===== src/rtl/lia_cfg.svh =====
`ifndef LIA_CFG_SVH
`define LIA_CFG_SVH

`define LIA_IDX_W 11
`define LIA_IDX_MASTER_EN 11'h433
`define LIA_IDX_TC_OVF_EN 11'h434
`define LIA_IDX_STAT_BASE 11'h435
`define LIA_IDX_EN_BASE 11'h445
`define LIA_IDX_MASTER_REQ 11'h455
`define LIA_IDX_TC_OVF_ST 11'h456
`define LIA_IDX_GRP_OVF_ST 11'h457
`define LIA_NUM_LINKS 16
`define LIA_NUM_GROUPS 8
`define LIA_STAT_W 12
`define LIA_BIT_GRP_OVF 8
`define LIA_BIT_TX_READY 7
`define LIA_BIT_CNT_OVF 0
`define LIA_STAT_WMASK 12'hefe
`define LIA_RST_16 16'h0000
`define LIA_RST_12 12'h000
`define LIA_RST_8 8'h00

`endif


===== src/rtl/lia_pkg.sv =====
package lia_pkg;
	// Per-link event strobes, one field per status bit 11:1 except bits 8 and 7
	typedef struct packed {
		logic delay_sync_loss_end;
		logic frame_loss_end;
		logic cell_delineation_loss_end;
		logic preproc_overflow;
		logic cell_changes;
		logic control_cell_violation;
		logic delay_sync_loss;
		logic frame_loss;
		logic cell_delineation_loss;
	} lia_link_ev_t;

	typedef struct packed {
		logic [10:0] idx;
		logic write;
		logic mapped;
	} lia_bus_req_t;

	typedef enum logic {
		LIA_BUS_IDLE,
		LIA_BUS_WAIT
	} lia_bus_st_t;
endpackage


===== src/rtl/lia_top.sv =====
`timescale 1ns/1ps
`include "lia_cfg.svh"
module lia_top #(
	parameter int NUM_LINKS = `LIA_NUM_LINKS,
	parameter int NUM_GROUPS = `LIA_NUM_GROUPS
) (
	input wire logic ref_clk, // 25 MHz clock
	input wire logic sys_rst, // Sync reset, active high
	input wire logic hsel, // AHB slave select
	input wire logic [31:0] haddr, // AHB address
	input wire logic [1:0] htrans, // AHB transfer type
	input wire logic hwrite, // AHB write
	input wire logic [2:0] hsize, // AHB size
	input wire logic hready, // AHB bus ready
	input wire logic [31:0] hwdata, // AHB write data
	output logic [31:0] hrdata, // AHB read data
	output logic hreadyout, // AHB slave ready
	output logic hresp, // AHB response, always OKAY
	input wire lia_pkg::lia_link_ev_t [NUM_LINKS-1:0] link_events, // Per-link event strobes
	input wire logic [NUM_LINKS-1:0] counter_overflow, // Link counter overflowed
	input wire logic [NUM_LINKS-1:0] counter_serviced, // Offending counter read or written
	input wire logic [NUM_LINKS-1:0] tc_overflow_event, // Link overflow source
	input wire logic [NUM_GROUPS-1:0] group_overflow_event, // Group counter or FIFO overflow
	input wire logic tx_ready_return, // A group transmit ready flag returned to 1
	input wire logic group_frame_pulse, // A group frame pulse seen
	output logic irq_n // Interrupt pin, active low
);
	import lia_pkg::*;

	lia_bus_st_t bus_st;
	lia_bus_req_t req;
	logic [`LIA_STAT_W-1:0] link_status [NUM_LINKS];
	logic [`LIA_STAT_W-1:0] link_enable [NUM_LINKS];
	logic [NUM_LINKS-1:0] master_enable;
	logic [NUM_LINKS-1:0] tc_ovf_enable;
	logic [NUM_LINKS-1:0] tc_ovf_status;
	logic [NUM_GROUPS-1:0] group_ovf_status;
	logic [NUM_LINKS-1:0] master_req;
	logic [15:0] wdata;
	logic wr_go;
	logic rd_go;
	logic grp_pending;
	logic [15:0] rd_value;
	logic addr_phase;

	assign addr_phase = hsel && htrans[1] && hready;
	assign wdata = hwdata[15:0];
	assign wr_go = (bus_st == LIA_BUS_WAIT) && req.write && req.mapped;
	assign rd_go = (bus_st == LIA_BUS_WAIT) && !req.write;
	assign grp_pending = |group_ovf_status;

	// Bus slave: one wait state so read data leaves a flop
	always_ff @(posedge ref_clk) begin
		if (sys_rst) begin
			bus_st <= LIA_BUS_IDLE;
			req <= '0;
			hreadyout <= 1'b1;
		end else begin
			case (bus_st)
				LIA_BUS_IDLE: begin
					if (addr_phase) begin
						req.idx <= haddr[12:2];
						req.write <= hwrite;
						req.mapped <= (haddr[31:13] == 19'h00000) && (haddr[1:0] == 2'h0);
						hreadyout <= 1'b0;
						bus_st <= LIA_BUS_WAIT;
					end
				end
				LIA_BUS_WAIT: begin
					hreadyout <= 1'b1;
					bus_st <= LIA_BUS_IDLE;
				end
				default: begin
					hreadyout <= 1'b1;
					bus_st <= LIA_BUS_IDLE;
				end
			endcase
		end
	end

	always_ff @(posedge ref_clk) begin
		if (sys_rst) begin
			hresp <= 1'b0;
		end else begin
			hresp <= 1'b0;
		end
	end

	always_ff @(posedge ref_clk) begin
		if (sys_rst) begin
			hrdata <= 32'h00000000;
		end else if (rd_go) begin
			hrdata <= {16'h0000, req.mapped ? rd_value : 16'h0000};
		end
	end

	// Read mux; unmapped indices read zero
	always_comb begin
		rd_value = 16'h0000;
		if (req.idx == `LIA_IDX_MASTER_EN) begin
			rd_value = 16'(master_enable);
		end else if (req.idx == `LIA_IDX_TC_OVF_EN) begin
			rd_value = 16'(tc_ovf_enable);
		end else if (req.idx == `LIA_IDX_MASTER_REQ) begin
			rd_value = 16'(master_req);
		end else if (req.idx == `LIA_IDX_TC_OVF_ST) begin
			rd_value = 16'(tc_ovf_status);
		end else if (req.idx == `LIA_IDX_GRP_OVF_ST) begin
			rd_value = {8'h00, 8'(group_ovf_status)};
		end else begin
			for (int k = 0; k < NUM_LINKS; k++) begin
				if (req.idx == 11'(`LIA_IDX_STAT_BASE + k)) begin
					rd_value = {4'h0, link_status[k]};
					if (k == 0) begin
						rd_value[`LIA_BIT_GRP_OVF] = grp_pending;
					end
				end
				if (req.idx == 11'(`LIA_IDX_EN_BASE + k)) begin
					rd_value = {4'h0, link_enable[k]};
				end
			end
		end
	end

	always_ff @(posedge ref_clk) begin
		if (sys_rst) begin
			master_enable <= NUM_LINKS'(`LIA_RST_16);
		end else if (wr_go && req.idx == `LIA_IDX_MASTER_EN) begin
			master_enable <= wdata[NUM_LINKS-1:0];
		end
	end

	// Receive clock must be running when software touches this one
	always_ff @(posedge ref_clk) begin
		if (sys_rst) begin
			tc_ovf_enable <= NUM_LINKS'(`LIA_RST_16);
		end else if (wr_go && req.idx == `LIA_IDX_TC_OVF_EN) begin
			tc_ovf_enable <= wdata[NUM_LINKS-1:0];
		end
	end

	// Sticky overflow status per link; a new event beats a written 0
	always_ff @(posedge ref_clk) begin
		if (sys_rst) begin
			tc_ovf_status <= NUM_LINKS'(`LIA_RST_16);
		end else if (wr_go && req.idx == `LIA_IDX_TC_OVF_ST) begin
			tc_ovf_status <= (tc_ovf_status & wdata[NUM_LINKS-1:0]) | tc_overflow_event;
		end else begin
			tc_ovf_status <= tc_ovf_status | tc_overflow_event;
		end
	end

	always_ff @(posedge ref_clk) begin
		if (sys_rst) begin
			group_ovf_status <= NUM_GROUPS'(`LIA_RST_8);
		end else if (wr_go && req.idx == `LIA_IDX_GRP_OVF_ST) begin
			group_ovf_status <= (group_ovf_status & wdata[NUM_GROUPS-1:0]) | group_overflow_event;
		end else begin
			group_ovf_status <= group_ovf_status | group_overflow_event;
		end
	end

	genvar i;
	generate
		for (i = 0; i < NUM_LINKS; i++) begin : g_link
			logic [`LIA_STAT_W-1:0] set_v;
			logic [`LIA_STAT_W-1:0] clr_v;
			logic stat_hit;
			logic en_hit;
			logic ready_ev;

			assign stat_hit = wr_go && (req.idx == 11'(`LIA_IDX_STAT_BASE + i));
			assign en_hit = wr_go && (req.idx == 11'(`LIA_IDX_EN_BASE + i));
			// Ready and frame events exist only on link 0
			assign ready_ev = (i == 0) ? (tx_ready_return | group_frame_pulse) : 1'b0;

			assign set_v = {
				link_events[i].delay_sync_loss_end,
				link_events[i].frame_loss_end,
				link_events[i].cell_delineation_loss_end,
				1'b0,
				ready_ev,
				link_events[i].preproc_overflow,
				link_events[i].cell_changes,
				link_events[i].control_cell_violation,
				link_events[i].delay_sync_loss,
				link_events[i].frame_loss,
				link_events[i].cell_delineation_loss,
				counter_overflow[i]
			};

			// Written zeros clear writable bits; bit 0 clears only when its counter is serviced
			always_comb begin
				clr_v = stat_hit ? (~wdata[`LIA_STAT_W-1:0] & `LIA_STAT_WMASK) : `LIA_RST_12;
				clr_v[`LIA_BIT_CNT_OVF] = counter_serviced[i];
			end

			always_ff @(posedge ref_clk) begin
				if (sys_rst) begin
					link_status[i] <= `LIA_RST_12;
				end else begin
					link_status[i] <= (link_status[i] & ~clr_v) | set_v;
				end
			end

			always_ff @(posedge ref_clk) begin
				if (sys_rst) begin
					link_enable[i] <= `LIA_RST_12;
				end else if (en_hit) begin
					link_enable[i] <= wdata[`LIA_STAT_W-1:0];
				end
			end

			// Group pending flag counts as bit 8 of link 0 only
			always_comb begin
				logic [`LIA_STAT_W-1:0] eff;
				eff = link_status[i];
				eff[`LIA_BIT_GRP_OVF] = (i == 0) ? grp_pending : 1'b0;
				master_req[i] = |(eff & link_enable[i]) || (tc_ovf_status[i] && tc_ovf_enable[i]);
			end
		end
	endgenerate

	// Pin is unlatched request gated by enable, registered once
	always_ff @(posedge ref_clk) begin
		if (sys_rst) begin
			irq_n <= 1'b1;
		end else begin
			irq_n <= ~|(master_req & master_enable);
		end
	end
endmodule


===== config.mk =====
export PLATFORM = sky130hd
export DESIGN_NAME = lia_top
export DESIGN_NICKNAME = d
export VERILOG_FILES = /design/src/rtl/lia_pkg.sv /design/src/rtl/lia_top.sv
export VERILOG_INCLUDE_DIRS = /design/src /design/src/rtl
export SDC_FILE = /design/constraint.sdc
export NUM_CORES = 1
export LEC_CHECK = 0
export CAP_MARGIN = 20
export CELL_PAD_IN_SITES_DETAIL_PLACEMENT = 1
export CELL_PAD_IN_SITES_GLOBAL_PLACEMENT = 1
export CORE_UTILIZATION = 36
export DETAILED_ROUTE_END_ITERATION = 12
export DONT_BUFFER_PORTS = 1
export PLACE_DENSITY = 0.64
export SYNTH_ARGS = -nofsm -noshare
export SYNTH_HDL_FRONTEND = slang
export SYNTH_SLANG_ARGS = --single-unit

===== constraint.sdc =====
create_clock -name ref_clk -period 3.2 [get_ports ref_clk]
set_input_delay 0.16 -clock ref_clk [delete_from_list [all_inputs] [get_ports ref_clk]]
set_output_delay 0.16 -clock ref_clk [all_outputs]
set_load 0.05 [all_outputs]

# Word-level counts from Yosys, hierarchy flattened
# Memories as Yosys holds them, arrays and structs flattened.
# Cells that the tools add are included.
op_classes:
  n_reduce_logical: 97
  eq_ne: 38
  bitwise_logic: 106
  muxes: 143
op_table:
  columns: ["cell", "count"]
  rows:
  - ["16-bit two-way mux", 38]
  - ["12-bit two-way mux", 49]
  - ["11-bit == test (second input constant)", 37]
  - ["12-bit bitwise AND", 32]
  - ["12-bit inverter", 17]
  - ["12-bit OR", 16]
  - ["12-bit OR reduction", 16]
  - ["1-bit logical AND", 58]
  - ["1-bit two-way mux", 53]
  - ["1-bit OR", 33]
  - ["16-bit bitwise AND", 2]
  - ["16-bit OR", 2]
  - ["19-bit zero test", 1]
  - ["1-bit logical OR", 16]
  - ["8-bit OR", 2]
  - ["16-bit OR reduction", 1]
  - ["8-bit bitwise AND", 1]
  - ["8-bit two-way mux", 1]
  - ["8-bit OR reduction", 1]
  - ["1-bit case mux with 2 select lines", 2]
  - ["1-bit zero test", 2]
  - ["2-bit zero test", 1]
  - ["2-bit != test (second input constant)", 1]
  - ["2-bit AND reduction", 1]
  - ["1-bit inverter", 1]
totals:
  output_inout_bits: 35
  input_bits: 276
  register_bits: 88
  ramBits: 384
  elab_cells: 397
  n_memories: 2
mem_list:
  columns: ["name", "words", "word_bits", "rd", "rd_clocked_by_memory_dff", "wr", "line_no", "rtl"]
  rows:
  - ["link_enable", 16, 12, 16, 0, 16, "lia_top.sv:33", "logic [`LIA_STAT_W-1:0] link_enable [NUM_LINKS];"]
  - ["link_status", 16, 12, 16, 0, 16, "lia_top.sv:32", "logic [`LIA_STAT_W-1:0] link_status [NUM_LINKS];"]

# Longest topological paths before layout
# Gate-level depths: netlist of the first run.
depth:
  depth_word: 39
  depth_mapped: 12
  depth_no_buf: 8

# Least setup slack after synthesis of the first run
# Ideal clock, no wire load.
synth_path:
  kind: "register to register"
  start: "register req[6] in the netlist's numbering"
  end: "register hrdata[7]"
  setup_ns: 0.086
  stages_incl_launch_ff: 10
  required_time_ns: 3.114
  t_arrival_ns: 2.391
  setup_slack_ns: 0.723
  n_path_buf: 2
  cell_sequence: "dfxtp_1 > buf_6 > or4b_4 > buf_6 > nor4_4 > a221oi_2 > o21ai_0 > a21oi_1 > a211o_1 > a221oi_2"
synth_via:
  elab_chain_len: 39
synth_lines:
  columns: ["element", "line_no", "rtl"]
  rows:
  - ["start, declared", "lia_top.sv:31", "lia_bus_req_t req;"]
  - ["11-bit == test", "lia_top.sv:112", "if (req.idx == 11'(`LIA_IDX_STAT_BASE + k)) begin"]
  - ["12-bit two-way mux", "lia_top.sv:112", null]
  - ["16-bit two-way mux", "lia_top.sv:118", "if (req.idx == 11'(`LIA_IDX_EN_BASE + k)) begin"]
  - ["16-bit two-way mux", "lia_top.sv:112", null]
  - ["16-bit two-way mux", "lia_top.sv:118", null]
  - ["16-bit two-way mux", "lia_top.sv:112", null]
  - ["16-bit two-way mux", "lia_top.sv:118", null]
  - ["16-bit two-way mux", "lia_top.sv:112", null]
  - ["[... 23 more ...]", null, null]
  - ["16-bit two-way mux", "lia_top.sv:112", null]
  - ["16-bit two-way mux", "lia_top.sv:118", null]
  - ["16-bit two-way mux", "lia_top.sv:108", "end else if (req.idx == `LIA_IDX_GRP_OVF_ST) begin"]
  - ["16-bit two-way mux", "lia_top.sv:106", "end else if (req.idx == `LIA_IDX_TC_OVF_ST) begin"]
  - ["16-bit two-way mux", "lia_top.sv:104", "end else if (req.idx == `LIA_IDX_MASTER_REQ) begin"]
  - ["16-bit two-way mux", "lia_top.sv:102", "end else if (req.idx == `LIA_IDX_TC_OVF_EN) begin"]
  - ["16-bit two-way mux (*)", "lia_top.sv:100", "if (req.idx == `LIA_IDX_MASTER_EN) begin"]
  - ["16-bit two-way mux (*)", "lia_top.sv:93", "hrdata <= {16'h0000, req.mapped ? rd_value : 16'h0000};"]
  - ["end signal, assigned", "lia_top.sv:93", null]
  - ["end, declared", "lia_top.sv:16", "output logic [31:0] hrdata,"]
# Every way passes the cells marked *; elsewhere a longest branch is shown, timed or not.
# A chain may end at the register's enable or synchronous reset.

# Worst setup path in the final report of the first run
layout_path:
  start: "register req[9] in the netlist's numbering"
  end: "register hrdata[8]"
# The elaborated chain is that of the path after synthesis.

==> flow_metrics.env, run 1 <==
export IMPL_htree_num_levels=2
export IMPL_io_buffers=0
export IMPL_synth_compound_area_frac=0.262
export IMPL_worstPathMaxFanout=13
export IMPL_areaGrowthSynthToFinish_pct=30.7
export IMPL_seq_area_frac_synth=0.495
export IMPL_setup_viol=0
export IMPL_synthTopCellsByArea="edfxtp_1 (26%), dfxtp_1 (24%), a21oi_1 (6.9%)"
export IMPL_synth_edf_count=192
export IMPL_max_freq_mhz=314
export IMPL_gr_total_overflow=0
export IMPL_start_util=0.367
export IMPL_track_usage=0.371
export IMPL_multi_input_area_um2=9920
export IMPL_antenna_found_initial=8
export IMPL_cts_tree="yes"
export IMPL_avgSynthCellArea_um2=8.97
export IMPL_grt_pass1_wl_mm=169
export IMPL_path_class="reg2reg"
export IMPL_rsz0062_at_grt="no"
export IMPL_cts_sinks=456
export IMPL_std_cell_rows=90
export IMPL_r2r_setup_slack_ns=0.01
export IMPL_ir_drop_mv=0.398
export IMPL_hold_end="hreadyout$_SDFFE_PP1P_"
export IMPL_final_common_cell="a21oi_1"
export IMPL_die_height_um=251
export IMPL_wire_per_inst_um=32.1
export IMPL_r2r_cells=10
export IMPL_hp_start="htrans[1]"
export IMPL_post_route_period_util=0.996
export IMPL_crit_family="compound AO/OA/AOI/OAI gates"
export IMPL_hold_class="in2reg"
export IMPL_worst_pin_slew_ns=0.893
export IMPL_hold_viol=0
export IMPL_drtAntennaViolNets=0
export IMPL_slew_headroom=0.405
export IMPL_postLayoutCoreUtil=0.480
export IMPL_slowest_delay_ns=0.56
export IMPL_setup_ws_ns=0.0120
export IMPL_finalSetupTns_ns=0
export IMPL_ys_ff_latch=456
export IMPL_finalCriticalPeriod_ns=3.19
export IMPL_synth_top_cell_by_area="edfxtp_1"
export IMPL_gp_congestion=0.995
export IMPL_routed_wirelength_mm=119
export IMPL_drive_gt1_frac=0.116
export IMPL_worstPathRequired_ns=3.72
export IMPL_viasPerCell=6.25
export IMPL_total_power_mw=13.8
export IMPL_drcViolationCount=0
export IMPL_power_per_cell_area_nw_per_um2=472
export IMPL_critPathLaunchType="register"
export IMPL_worstPathCellList="nor4bb_2, buf_4, nand2_1, buf_4, nor2_1, a32oi_1, o2111ai_1, nor4b_2, o21ai_0, a22o_1"
export IMPL_r2r_start="req[9]$_SDFFE_PP0P_"
export IMPL_layout_common_cells="a21oi_1 (306), dlygate4sd3_1 (302), dfxtp_1 (261)"
export IMPL_final_cells=3706
export IMPL_finClkSkew_ns=0.0313
export IMPL_synth_area_um2=22300
export IMPL_synth_mux_area_frac=0.00370
export IMPL_synthAdderAreaFrac=0
export IMPL_cts_buffers=52
export IMPL_synth_top_flop_cell="dfxtp_1"
export IMPL_grt_max_degree=182
export IMPL_async_reset_ff_frac=0
export IMPL_regArea_um2=11100
export IMPL_netlist_area_leader_share=0.258
export IMPL_vias=23200
export IMPL_root_buffer="clkbuf_16"
export IMPL_dr_pass1_iters=8
export IMPL_die_x_um=251
export IMPL_worst_path_buf_inv=2
export IMPL_syn_inst=2489
export IMPL_dp_cells=3282
export IMPL_arrival_ns=3.70
export IMPL_ios=311
export IMPL_nNetsFinal=3151
export IMPL_slew_viol_final=0
export IMPL_cp_end_kind="register"
export IMPL_die_area_um2=63000
export IMPL_synth_xor_area_frac=0
export IMPL_clkLatencyLatePin_ns=0.62
export IMPL_clk_pin_slew_ns=0.06
export IMPL_hold_depth=2
export IMPL_place_ws_ns=-0.376
export IMPL_clockBufferDepth=3
export IMPL_core_area_um2=60800
export IMPL_synth_top_family_by_area="compound AO/OA/AOI/OAI gates"
export IMPL_grt_pass1_vias=23600
export IMPL_r2r_end="hrdata[8]$_SDFFE_PP0P_"
export IMPL_drt_iter0_markers=2730
export IMPL_p_leak_nw=11.5
export IMPL_cpMostUsedCell="buf_4"
export IMPL_drv_cap=0
export IMPL_fillers=6854
export IMPL_synth_distinct_cells=71
export IMPL_status="completed"
export IMPL_place_hpwl_mm=77.4
export IMPL_crit_slowest_cell="dfxtp_1"
export IMPL_synth_simple_gate_area_frac=0.170
export IMPL_synth_warnings=0
## through the flow
step,hold slack [ns],instance area (µm²)
5_1_grt,0.0872,29200
2_1_floorplan,0.277,22400
6_report,0.0785,29200
3_3_place_gp,0.255,24000
4_1_cts,0.0121,29000
3_5_place_dp,0.256,24000
## cells in the mapped netlist, types with 49 or more instances
cell	n
a22oi_1	49
dfxtp_1	264
and2_1	194
inv_1	203
nor2_1	126
o22ai_1	53
clkbuf_1	127
nand2_1	200
a221oi_1	65
a22o_1	54
a21oi_1	307
o21ai_0	248
edfxtp_1	192
## power breakdown
group / internal (mW) / leakage, nW / total [mW] / switching [mW]
clock network: 3.36 / 0.818 / 5.95 / 2.60
logic: 0.525 / 6.49 / 1.18 / 0.657
registers: 6.31 / 4.16 / 6.64 / 0.329
## sequential cells by signal, summed over array words and instances (netlist names)
name,cells
hrdata,16
tc_ovf_status,16
req,13
master_enable,16
link_status,176
bus_st,1
link_enable,192
hreadyout,1
tc_ovf_enable,16
group_ovf_status,8
irq_n,1
## per-layer routing
layer  global-route usage  share of wire  vias to the layer above
li1                     -              -                     9815
met1                0.486           0.40                    11700
met2                0.600           0.46                     1335
met3               0.0723          0.097                      296
met4                0.147          0.041                        4
met5                    0        0.00022                        -
## final cells by class
| type | instances | share of cell area |
|---|---|---|
| Clock inverter | 20 | 0.00485 |
| Inverter | 203 | 0.0261 |
| Clock buffer | 75 | 0.0518 |
| Timing Repair Buffer | 493 | 0.164 |
| Tap cell | 782 | 0.0335 |
| Multi-Input combinational cell | 1669 | 0.340 |
| Antenna cell | 8 | 0.000686 |
| Sequential cell | 456 | 0.379 |
## cell families after synthesis
logic type,Yosys count
AO/OA/AOI/OAI,936
AND/OR/NAND/NOR,708
flip-flops,456
buffers and inverters,380
multiplexers,8
other,1
## repair_timing
action,4_1_cts,5_1_grt
hold buffers,315,0
endpoints found under the setup margin,3,77
gates resized for setup,5,42
buffers inserted,0,6
hold endpoints to repair,447,0
pin swaps,0,2
gates cloned,0,0
## worst max-delay path by stage
stage                                   to  cells after the start                 start  slack, ns
finish              hrdata[8]$_SDFFE_PP0P_                     10   req[9]$_SDFFE_PP0P_       0.01
global route        hrdata[6]$_SDFFE_PP0P_                     11   req[9]$_SDFFE_PP0P_      0.007
CTS                 hrdata[3]$_SDFFE_PP0P_                     11  req[10]$_SDFFE_PP0P_      0.005
detailed placement  hrdata[8]$_SDFFE_PP0P_                      9   req[4]$_SDFFE_PP0P_      -0.38
global placement    hrdata[8]$_SDFFE_PP0P_                      9   req[5]$_SDFFE_PP0P_      -0.34
floorplan           hrdata[7]$_SDFFE_PP0P_                      9   req[6]$_SDFFE_PP0P_       0.72
Note: power is estimated with default switching activity, not from simulation.
==> run 2: changes to the inputs <==
==> constraint.sdc (replaced) <==
create_clock -name ref_clk -period 3.9 [get_ports ref_clk]
set_input_delay 0.195 -clock ref_clk [delete_from_list [all_inputs] [get_ports ref_clk]]
set_output_delay 0.195 -clock ref_clk [all_outputs]
set_load 0.05 [all_outputs]
==> flow_metrics.env, run 2 (same netlist as run 1, synthesis figures left out) <==
export IMPL_status="completed"
export IMPL_finClkSkew_ns=0.0271
export IMPL_routed_wirelength_mm=116
export IMPL_clockBufferDepth=3
export IMPL_areaGrowthSynthToFinish_pct=28.1
export IMPL_gp_congestion=0.973
export IMPL_cp_end_kind="register"
export IMPL_worstPathRequired_ns=4.44
export IMPL_dp_cells=3217
export IMPL_viasPerCell=6.33
export IMPL_power_per_cell_area_nw_per_um2=405
export IMPL_drv_cap=0
export IMPL_final_cells=3637
export IMPL_largest_reg_flops=192
export IMPL_grt_pass1_vias=23300
export IMPL_setup_viol=0
export IMPL_max_freq_mhz=263
export IMPL_layout_common_cells="a21oi_1 (307), dlygate4sd3_1 (304), dfxtp_1 (264)"
export IMPL_root_buffer="clkbuf_16"
export IMPL_place_hpwl_mm=74.3
export IMPL_clk_pin_slew_ns=0.07
export IMPL_grt_max_degree=220
export IMPL_drtAntennaViolNets=0
export IMPL_die_area_um2=63000
export IMPL_top_register="link_enable"
export IMPL_start_util=0.367
export IMPL_drcViolationCount=0
export IMPL_cts_buffers=52
export IMPL_die_x_um=251
export IMPL_dr_pass1_iters=9
export IMPL_antenna_found_initial=16
export IMPL_track_usage=0.359
export IMPL_finalCriticalPeriod_ns=3.81
export IMPL_worst_pin_slew_ns=1.12
export IMPL_nNetsFinal=3082
export IMPL_worstPathCellList="or4b_4, buf_4, nor4_2, a222oi_1, o211a_1, a2111oi_0, buf_4, nor3_1, o21ai_1"
export IMPL_post_route_period_util=0.977
export IMPL_grt_pass1_wl_mm=164
export IMPL_final_common_cell="a21oi_1"
export IMPL_core_area_um2=60800
export IMPL_rsz0062_at_grt="no"
export IMPL_cts_sinks=456
export IMPL_wire_per_inst_um=31.8
export IMPL_path_class="reg2reg"
export IMPL_ios=311
export IMPL_arrival_ns=4.35
export IMPL_drt_iter0_markers=2720
export IMPL_hold_viol=0
export IMPL_cts_tree="yes"
export IMPL_drive_gt1_frac=0.0835
export IMPL_cpMostUsedCell="buf_4"
export IMPL_worstPathMaxFanout=12
export IMPL_reg_top3="link_enable: 192 flops, link_status: 176 flops"
export IMPL_hold_class="in2reg"
export IMPL_ir_drop_mv=0.287
export IMPL_htree_num_levels=2
export IMPL_slowest_delay_ns=0.81
export IMPL_die_height_um=251
export IMPL_io_buffers=0
export IMPL_vias=23000
export IMPL_p_leak_nw=11.1
export IMPL_slew_viol_final=0
export IMPL_gr_total_overflow=0
export IMPL_slew_headroom=0.250
export IMPL_crit_slowest_cell="nor4_2"
export IMPL_std_cell_rows=90
export IMPL_clkLatencyLatePin_ns=0.63
export IMPL_cts_setup_buffers=0
export IMPL_finalSetupTns_ns=0
export IMPL_critPathLaunchType="register"
[run 2: cell types whose count changed in the layout (fill, tap and decap cells not counted), sizes merged]
| cell | change |
|---|---|
| clkinv | -9 |
| clkinvlp | -2 |
| clkbuf | +10 |
| dlygate4sd3 | +2 |
| inv | +1 |
| buf | -71 |
| diode | -2 |
| bufinv | +2 |
[run 2: final cells by class]
cell class | instances | area (µm²)
timing repair buffer | 424 | 4200
clock inverter | 12 | 148
sequential | 456 | 11100
clock buffer | 85 | 1630
inverter | 203 | 762
antenna | 6 | 15.0
multi-input combinational | 1669 | 9820
tap | 782 | 978
fill | 6858 | 32200
[run 2: path summary, 6_finish.rpt]
| check | startpoint | slack [ns] | cells past startpoint | to |
|---|---|---|---|---|
| setup reg to reg | req[8]$_SDFFE_PP0P_ | 0.09 | 9 | hrdata[6]$_SDFFE_PP0P_ |
| hold / removal | sys_rst | 0.05 | 3 | hrdata[8]$_SDFFE_PP0P_ |
| setup / recovery | req[8]$_SDFFE_PP0P_ | 0.09 | 9 | hrdata[6]$_SDFFE_PP0P_ |
| hold reg to reg | master_enable[9]$_SDFFE_PP0P_ | 0.46 | 2 | master_enable[9]$_SDFFE_PP0P_ |
[run 2: what timing repair did]
| action | CTS | global route |
|---|---|---|
| resized for setup | 0 | 1 |
| endpoints found under the setup margin | 0 | 4 |
| endpoints found under the hold margin | 447 | 0 |
| hold buffers | 317 | 0 |
[run 2: metal layers]
| layer | track usage | up-vias | share of wire |
|---|---|---|---|
| li1 | - | 9697 | - |
| met3 | 0.0906 | 354 | 0.11 |
| met2 | 0.568 | 1417 | 0.45 |
| met5 | 0 | - | 0.00040 |
| met4 | 0.175 | 8 | 0.051 |
| met1 | 0.457 | 11500 | 0.39 |
[run 2: stage by stage]
| stage | power [mW] | hold slack [ns] | area [µm²] | setup WS, ns | utilization |
|---|---|---|---|---|---|
| after detailed placement | 6.02 | 0.291 | 23500 | 0.268 | 0.386 |
| after floorplan | 5.82 | 0.312 | 22400 | 1.42 | - |
| after global placement | 6.00 | 0.289 | 23500 | 0.291 | 0.386 |
| after global routing | 11.8 | 0.0231 | 28600 | 0.00881 | 0.470 |
| after CTS | 11.6 | 0.00805 | 28600 | 0.230 | 0.470 |
| final | 11.6 | 0.0525 | 28600 | 0.0912 | 0.470 |
[run 2: worst max-delay path, delay by kind of cell, from the launching register on]
kind / cells / cell delay, ns
and+or+nand+nor: 3 / 1.46
AOI/OAI and AO/OA: 4 / 1.20
DFF: 1 / 0.57
buffers and inverters: 2 / 0.46
[run 2: power by group]
part / internal (mW) / switching (mW)
Sequential: 5.18 / 0.261
Clock: 3.05 / 2.15
Combinational: 0.406 / 0.546
